<file path="src/rtl/nsxla_defines.svh">
// Constants for the nibble/xor/subtract datapath slice.
// Assumes inclusion by bare name from design files.
`ifndef NSXLA_DEFINES_SVH
`define NSXLA_DEFINES_SVH
`define NSXLA_DATA_W 8
`define NSXLA_ACC_RST 8'h00
`define NSXLA_FLAG_RST 1'b0
`define NSXLA_LO_NIB 3:0
`define NSXLA_HI_NIB 7:4
`define NSXLA_DIGIT_W 4
`define NSXLA_OP_W 5
`endif

</file>
<file path="src/rtl/nsxla_pkg.sv">
// Types for the nibble/xor/subtract datapath slice.
// Assumes the defines header is compiled alongside.
package nsxla_pkg;
	typedef enum logic [4:0] {
		NSXLA_OP_NONE = 5'h01,
		NSXLA_OP_NIBBLE_EXCHANGE = 5'h02,
		NSXLA_OP_LITERAL_XOR = 5'h04,
		NSXLA_OP_LITERAL_MINUS_ACC = 5'h08,
		NSXLA_OP_REGISTER_MINUS_ACC = 5'h10
	} nsxla_op_e;
endpackage : nsxla_pkg

</file>
<file path="src/rtl/nsxla_alu.sv">
// Datapath slice: nibble exchange, literal xor, two subtractions.
// Assumes decode presents one op per cycle with its operands;
// the register file write port is taken by the caller.
`timescale 1ns/1ps
`include "nsxla_defines.svh"
// Functional notes
// - Exchange swaps low and high nibbles.
// - Target bit 0 to accumulator, 1 register.
// - Literal xor accumulator into accumulator.
// - Negative subtraction clears borrow-free flag.
// - Zero or positive subtraction sets flag.
// - Literal minus accumulator into accumulator.
module nsxla_alu import nsxla_pkg::*; #(
	parameter int W = `NSXLA_DATA_W
) (
	// Clock and reset
	input wire logic i_mclk,
	input wire logic i_rst,
	// Operation
	input wire nsxla_op_e i_op,
	input wire logic i_target_reg,
	input wire logic [W-1:0] i_literal,
	input wire logic [W-1:0] i_reg_rdata,
	// Register file write
	output logic o_reg_we,
	output logic [W-1:0] o_reg_wdata,
	// Accumulator and flags
	output logic [W-1:0] o_acc,
	output logic o_carry,
	output logic o_digit_carry,
	output logic o_zero
);
	logic [W-1:0] acc;
	logic carry;
	logic digit_carry;
	logic zero;
	logic [W-1:0] reg_wdata;
	logic reg_we;
	logic [W-1:0] next_result;
	logic [W-1:0] sub_minuend;
	logic [W-1:0] sub_diff;
	logic sub_nb;
	logic sub_dnb;

	// ****************************************
	// Helpers
	// ****************************************
	function automatic logic [W-1:0] nibble_swap(input logic [W-1:0] v);
		return {v[`NSXLA_LO_NIB], v[`NSXLA_HI_NIB]};
	endfunction : nibble_swap

	// Shared zero test for xor and subtract results
	function automatic logic is_nil(input logic [W-1:0] v);
		return v == '0;
	endfunction : is_nil

	// ****************************************
	// Minuend select
	// ****************************************
	// Register subtract shares the register operand with the exchange
	always_comb begin
		if (i_op == NSXLA_OP_LITERAL_MINUS_ACC) begin
			sub_minuend = i_literal;
		end else begin
			sub_minuend = i_reg_rdata;
		end
	end

	// ****************************************
	// Subtractor
	// ****************************************
	nsxla_sub #(.W(W)) u_sub (
		.i_minuend(sub_minuend),
		.i_subtrahend(acc),
		.o_diff(sub_diff),
		.o_no_borrow(sub_nb),
		.o_digit_no_borrow(sub_dnb)
	);

	// ****************************************
	// Result select
	// ****************************************
	always_comb begin
		case (i_op)
			NSXLA_OP_NIBBLE_EXCHANGE: begin
				next_result = nibble_swap(i_reg_rdata);
			end
			NSXLA_OP_LITERAL_XOR: begin
				next_result = acc ^ i_literal;
			end
			NSXLA_OP_LITERAL_MINUS_ACC,
			NSXLA_OP_REGISTER_MINUS_ACC: begin
				next_result = sub_diff;
			end
			default: begin
				next_result = acc;
			end
		endcase
	end

	// ****************************************
	// Accumulator
	// ****************************************
	always_ff @(posedge i_mclk) begin
		if (i_rst) begin
			acc <= W'(`NSXLA_ACC_RST);
		end else begin
			case (i_op)
				NSXLA_OP_NIBBLE_EXCHANGE,
				NSXLA_OP_REGISTER_MINUS_ACC: begin
					// Target bit only steers ops that read a register
					if (!i_target_reg) begin
						acc <= next_result;
					end
				end
				NSXLA_OP_LITERAL_XOR,
				NSXLA_OP_LITERAL_MINUS_ACC: begin
					acc <= next_result;
				end
				default: begin
					acc <= acc;
				end
			endcase
		end
	end

	// ****************************************
	// Register file write strobe
	// ****************************************
	always_ff @(posedge i_mclk) begin
		if (i_rst) begin
			reg_we <= 1'b0;
		end else begin
			reg_we <= i_target_reg &&
				(i_op == NSXLA_OP_NIBBLE_EXCHANGE ||
				i_op == NSXLA_OP_REGISTER_MINUS_ACC);
		end
	end

	// ****************************************
	// Register file write data
	// ****************************************
	// Loaded every cycle; only meaningful with the strobe
	always_ff @(posedge i_mclk) begin
		if (i_rst) begin
			reg_wdata <= '0;
		end else begin
			reg_wdata <= next_result;
		end
	end

	// ****************************************
	// Borrow-free flag
	// ****************************************
	always_ff @(posedge i_mclk) begin
		if (i_rst) begin
			carry <= `NSXLA_FLAG_RST;
		end else begin
			case (i_op)
				NSXLA_OP_LITERAL_MINUS_ACC,
				NSXLA_OP_REGISTER_MINUS_ACC: begin
					carry <= sub_nb;
				end
				default: begin
					carry <= carry;
				end
			endcase
		end
	end

	// ****************************************
	// Low digit borrow-free flag
	// ****************************************
	// Kept for decimal adjust code; subtractions only
	always_ff @(posedge i_mclk) begin
		if (i_rst) begin
			digit_carry <= `NSXLA_FLAG_RST;
		end else begin
			case (i_op)
				NSXLA_OP_LITERAL_MINUS_ACC,
				NSXLA_OP_REGISTER_MINUS_ACC: begin
					digit_carry <= sub_dnb;
				end
				default: begin
					digit_carry <= digit_carry;
				end
			endcase
		end
	end

	// ****************************************
	// Zero flag
	// ****************************************
	always_ff @(posedge i_mclk) begin
		if (i_rst) begin
			zero <= `NSXLA_FLAG_RST;
		end else begin
			case (i_op)
				NSXLA_OP_LITERAL_MINUS_ACC,
				NSXLA_OP_REGISTER_MINUS_ACC: begin
					zero <= is_nil(sub_diff);
				end
				NSXLA_OP_LITERAL_XOR: begin
					zero <= is_nil(next_result);
				end
				default: begin
					zero <= zero;
				end
			endcase
		end
	end

	// ****************************************
	// Outputs
	// ****************************************
	assign o_acc = acc;
	assign o_carry = carry;
	assign o_digit_carry = digit_carry;
	assign o_zero = zero;
	assign o_reg_we = reg_we;
	assign o_reg_wdata = reg_wdata;
endmodule : nsxla_alu

</file>
<file path="src/rtl/nsxla_sub.sv">
// Two's complement subtractor: minuend minus accumulator.
// Purely combinational; used by the datapath top.
`timescale 1ns/1ps
`include "nsxla_defines.svh"
module nsxla_sub #(
	parameter int W = `NSXLA_DATA_W
) (
	// Operands
	input wire logic [W-1:0] i_minuend,
	input wire logic [W-1:0] i_subtrahend,
	// Results
	output logic [W-1:0] o_diff,
	output logic o_no_borrow,
	output logic o_digit_no_borrow
);
	logic [W:0] wide;
	logic [4:0] low;
	always_comb begin
		// Add inverted subtrahend plus one; carry out is borrow-free
		wide = {1'b0, i_minuend} + {1'b0, ~i_subtrahend} + {{W{1'b0}}, 1'b1};
		low = {1'b0, i_minuend[3:0]} + {1'b0, ~i_subtrahend[3:0]} + 5'h01;
		o_diff = wide[W-1:0];
		o_no_borrow = wide[W];
		o_digit_no_borrow = low[4];
	end
endmodule : nsxla_sub

</file>
<file path="config.mk">
export PLATFORM = sky130hd
export DESIGN_NAME = nsxla_alu
export DESIGN_NICKNAME = d
export VERILOG_FILES = /design/src/rtl/nsxla_pkg.sv /design/src/rtl/nsxla_alu.sv /design/src/rtl/nsxla_sub.sv
export VERILOG_INCLUDE_DIRS = /design/src /design/src/rtl
export SDC_FILE = /design/constraint.sdc
export NUM_CORES = 1
export LEC_CHECK = 0
export ABC_AREA = 1
export BUFFER_PORTS_ARGS = -buffer_cell sky130_fd_sc_hd__buf_2
export CORE_ASPECT_RATIO = 0.75
export CORE_MARGIN = 8
export CORE_UTILIZATION = 56
export DETAILED_ROUTE_END_ITERATION = 8
export HOLD_SLACK_MARGIN = 0.12
export PLACE_DENSITY = 0.94
export REMOVE_ABC_BUFFERS = 1
export SYNTH_ARGS = -nofsm -noshare
export SYNTH_HDL_FRONTEND = slang
export SYNTH_SLANG_ARGS = --single-unit
</file>
<file path="constraint.sdc">
create_clock -name i_mclk -period 4.8 [get_ports i_mclk]
set_input_delay 0.96 -clock i_mclk [delete_from_list [all_inputs] [get_ports i_mclk]]
set_output_delay 0.96 -clock i_mclk [all_outputs]
set_load 0.05 [all_outputs]
</file>
After elaboration in Yosys (flattened, before gate mapping)
Index checks and enable logic that the tools add are counted.
{"block": "totals", "regBits": 20, "inputBits": 24, "elab_cells": 33}
{"block": "op_classes", "n_addsub": 4, "eq_ne": 5, "n_mux": 5, "n_bitwise": 3, "reduce_logical": 10}
{"cell": "$pmux 8 s3", "n": 1}
{"cell": "$logic_not 8->1", "n": 2}
{"cell": "$mux 8", "n": 2}
{"cell": "$pmux 8 s2", "n": 1}
{"cell": "$add 8x8->9", "n": 1}
{"cell": "$add 9x1->9 const B", "n": 1}
{"cell": "$not 8->8", "n": 1}
{"cell": "$xor 8x8->8", "n": 1}
{"cell": "$reduce_or 2->1", "n": 3}
{"cell": "$add 4x4->5", "n": 1}
{"cell": "$add 5x1->5 const B", "n": 1}
{"cell": "$eq 5x2->1 const B", "n": 1}
{"cell": "$eq 5x3->1 const B", "n": 1}
{"cell": "$eq 5x4->1 const B", "n": 1}
{"cell": "$eq 5x5->1 const B", "n": 1}
{"cell": "$not 4->4", "n": 1}
{"cell": "$reduce_bool 2->1", "n": 2}
{"cell": "$ne 2x2->1 const B", "n": 1}
{"cell": "$pmux 1 s2", "n": 1}
{"cell": "$reduce_and 2->1", "n": 1}
{"cell": "$logic_and 1x1->1", "n": 1}
{"cell": "$logic_or 1x1->1", "n": 1}

Longest topological paths before layout
{"block": "logic_depth", "word_depth": 7, "depth_mapped": 20, "depth_no_buf": 19}

Modules after synthesis
A second synthesis with hierarchy kept.
{"block": "unflattened", "hier_cells": 272, "area_unflattened_um2": 1674.1}
{"mod": "nsxla_alu", "n_inst": 1, "cells_each": 196, "area_per_inst_um2": 1260.0}
{"mod": "nsxla_sub", "n_inst": 1, "cells_each": 76, "area_per_inst_um2": 414.1}

Least setup slack after synthesis
OpenSTA, ideal clock, no wires.
{"block": "synth_timing", "path_kind": "input-to-reg", "startpoint": "in i_op[1]", "endpoint": "reg zero, in the netlist o_zero", "setup_time_ns": 0.067, "arrival_ns": 3.159, "setup_slack_ns": 1.575, "cell_stages": 19, "cell_sequence": "nor2_4 -> nand3_4 -> clkbuf_1 -> nand2_1 -> o21ai_0 -> ha_1 -> fa_1 -> nand3b_1 -> nand2_1 -> nand2_1 -> nand2_1 -> nand2_1 -> nand3_1 -> nand2_1 -> nand2_2 -> nand2_1 -> inv_2 -> nand3_1 -> a21oi_2"}
{"block": "synth_via", "elab_chain_cells": 7, "elab_cells_between_ends": 13, "cone_classes": "add/sub: 2; eq/ne: 4; mux: 3; reduce/logical: 4"}
{"element": "start: declaration", "line": "nsxla_alu.sv:20", "source": "input wire nsxla_op_e i_op,"}
{"element": "$eq 5x4->1", "line": "nsxla_alu.sv:62, nsxla_alu.sv:84, nsxla_alu.sv:198"}
{"element": "$mux 8", "line": "nsxla_alu.sv:62", "source": "if (i_op == NSXLA_OP_LITERAL_MINUS_ACC) begin"}
{"element": "$add 8x8->9", "line": "nsxla_sub.sv:20", "source": "wide = {1'b0, i_minuend} + {1'b0, ~i_subtrahend} + {{W{1'b0}}, 1'b1};"}
{"element": "$add 9x1->9", "line": "nsxla_sub.sv:20"}
{"element": "$pmux 8 s3", "line": "nsxla_alu.sv:84", "source": "case (i_op)"}
{"element": "$logic_not 8->1", "line": "nsxla_alu.sv:54", "source": "return v == '0;"}
{"element": "$pmux 1 s2", "line": "nsxla_alu.sv:198", "source": "case (i_op)"}
{"element": "end signal: assignment", "line": "nsxla_alu.sv:196", "source": "zero <= `NSXLA_FLAG_RST;"}
{"element": "end signal: assignment", "line": "nsxla_alu.sv:201", "source": "zero <= is_nil(sub_diff);"}
{"element": "end signal: assignment", "line": "nsxla_alu.sv:204", "source": "zero <= is_nil(next_result);"}
{"element": "end: declaration", "line": "nsxla_alu.sv:36", "source": "logic zero;"}
Parallel ways exist; a longest one is shown, timed or not.
A chain may end at the register's enable or synchronous reset.

Final worst setup path
Same ends and word-level chain as after synthesis.

==> results by group <==
Global routing
  – Vias in the first global route: 1654
  – Grt total ovfl: 0
  – Pin count of the biggest net entering global routing: 19
  – Gr usage total: 0.177
  – Initial antenna violation count: 0
  – Global-route wire length before repair: 7280 um

Route
  – Routed wire length: 4310 um
  – Vias: about 1700
  – Drt pass-1 iters: 4
  – Final ANT Viol Nets: 0
  – WL per Instance: 13.2 um
  – DRT iter0 DRCs: 172
  – Post-route DRC: 0
  – Via-per-instance ratio: 5.34

Finish
  – Final Cell Area: just under 2000 um^2
  – Share of layout cells above drive strength 1: 0.251
  – Nets: approximately 320
  – # diodes: 0
  – Cell Count, Final, Fillers Out: 325
  – # fillers: 259
  – Area growth, synth to finish: 19.8%

Worst setup path
  – Crit end category: register
  – WP data arrival: 3470 ps
  – CP max FO: 18
  – WS Path Type: input pin to register
  – Startpoint types: input pin
  – Worst endpoint required time: 5000 ps

STA
  – Fin crit period: 3270 ps
  – Final worst clock skew: roughly 1.5 ps
  – Fin. max-slew vios: 0
  – RSZ-0062 raised after global routing: false
  – Final period util: 0.680
  – Worst Tran Pin Value: 355 ps
  – Relative slew slack: 0.763
  – Final Setup Violations: 0
  – Setup_tns: 0 ps
  – Max Clk Rate: 306 MHz
  – Final hold viol count: 0

Die
  – Rows: 17
  – Initial Util: 0.569
  – Die area: 4860 um^2
  – Core area: 2830 um^2
  – Top Ports: 44
  – Die height: 62.4 um
  – Die W: 77.9 um

Synthesis
  – EDFF count, synth: 0
  – Synthesized instance count: roughly 240
  – Mapped cell area: roughly 1600 um^2
  – Post-synth top flop: dfxtp_1
  – Synth Register Bits: 20
  – Sequential area share after synthesis: 0.249
  – Yosys cell types: 33
  – Post-synth ARST share: 0
  – Mean post-synth cell area: 6.59 um^2
  – Syn. warnings: 0

Run status
  – Run status: finished clean

Clock network
  – Hold Buf Count CTS: 0
  – Worst skew pair latency: about 260 ps
  – # resized after CTS: 0
  – H-tree level count: 1
  – CTS buffer count: 3
  – Post-CTS Setup Inserts: 0
  – Clock Path Buffers: 2
  – CTS tree: built
  – Reg clk slew, reported paths: 80 ps
  – Clock sinks: 20
  – CTS Root Cell: clkbuf_8

Power
  – PwrDens: 275 nW/um^2
  – Peak supply drop: 0.192 mV
  – Leakage power: 1.08 nW

Placement
  – HPWL Detailed: 3490 um
  – GPL Wtd Cong: slightly above 1
  – Port bufs: 43
  – Placed cells: 321
  – Area post-placement: 1860 um^2

Run
  – Max-cap viol count: 0

Worst hold path
  – Hold/Removal Path Class: register to register
[metal layers]
metal,vias up,GRT usage,part of all wire
met5,-,0,0
met4,0,0.0300,0.0070
met3,9,0.0733,0.12
met2,96,0.287,0.45
met1,760,0.214,0.41
li1,870,-,-
[critical path, cell delays in order]
cell and delay (ps):
buf_2 120, nor2_4 190, nand3_4 240, o21ai_0 330, inv_1 100, fa_1 420, nand3b_1 200, nand2_1 120
nand2_1 80, nand2_1 60, nand2_1 80, nand3_1 80, nand2_1 80, nand2_2 70, nand2_1 70, inv_2 50
nand3_1 90, a21oi_2 110
[report_power, final]
part / switching (mW) / internal (mW) / total (mW)
clock network: 0.0575 / 0.111 / 0.169
logic: 0.122 / 0.0561 / 0.179
registers: 0.00694 / 0.176 / 0.183
[Yosys cell counts (all sizes together) (2+ instances only)]
cell	n	area (um^2)
xnor2	2	17.5
clkbuf	3	11.3
nor2	34	160
a21oi	15	78.8
inv	39	146
o211ai	3	22.5
nand3	14	115
mux2	2	22.5
dfxtp	20	400
xor2	6	52.6
a22oi	2	15.0
ha	9	113
a31oi	2	12.5
nor3	2	15.0
o21ai	19	95.1
nand2	61	239
nand3b	3	22.5
nand4	4	31.3
[cells by family after synthesis]
group,count (synthesis),share of synthesized area
buf+inv,43,0.101
compound gates,42,0.144
fa+ha+maj,10,0.0824
simple gates,119,0.366
flops,20,0.249
mux,2,0.0140
xor+xnor,8,0.0435
[metrics by stage]
step	setup WS (ps)	hold WS (ps)	utilization	power [mW]
6_report	1530	562	0.681	0.530
4_1_cts	1550	559	0.681	0.529
3_5_place_dp	1320	537	0.656	0.362
2_1_floorplan	1720	742	-	0.315
3_3_place_gp	1410	529	0.656	0.359
5_1_grt	1270	597	0.681	0.559
[worst paths after layout]
path	from	end	slack, ps	cells past startpoint
hold reg to reg	o_carry	o_carry	560	2
setup / recovery	i_op[1]	o_zero	1530	18
setup reg to reg	o_acc[0]	o_zero	2640	14
hold / removal	o_carry	o_carry	560	2
[registers in the layout, summed over array words and instances, names as in the netlist]
name / cells
o_reg_we: 1
o_zero: 1
o_acc: 8
o_carry: 1
o_digit_carry: 1
o_reg_wdata: 8
[layout by cell type (no fill, tap or decap), types with 5 or more instances in the layout]
master   Yosys  routed
inv_2        5       5
dfxtp_1     20      20
inv_1       34      34
buf_2        1      43
nand3_1      8       8
xor2_1       6       6
nand2_1     59      59
o21ai_0     17      17
nor2_1      27      27
a21oi_1     14      14
ha_1         9       9
[cell type report]
cell class	instances	area (um^2)	share of cell area
tap	38	47.5	0.0247
clock buffer	3	41.3	0.0214
timing repair buffer	43	215	0.112
inverter	39	146	0.0760
sequential	20	400	0.208
multi-input combinational	181	1050	0.543
clock inverter	1	30.0	0.0156
(Power assumes the default switching activity.)
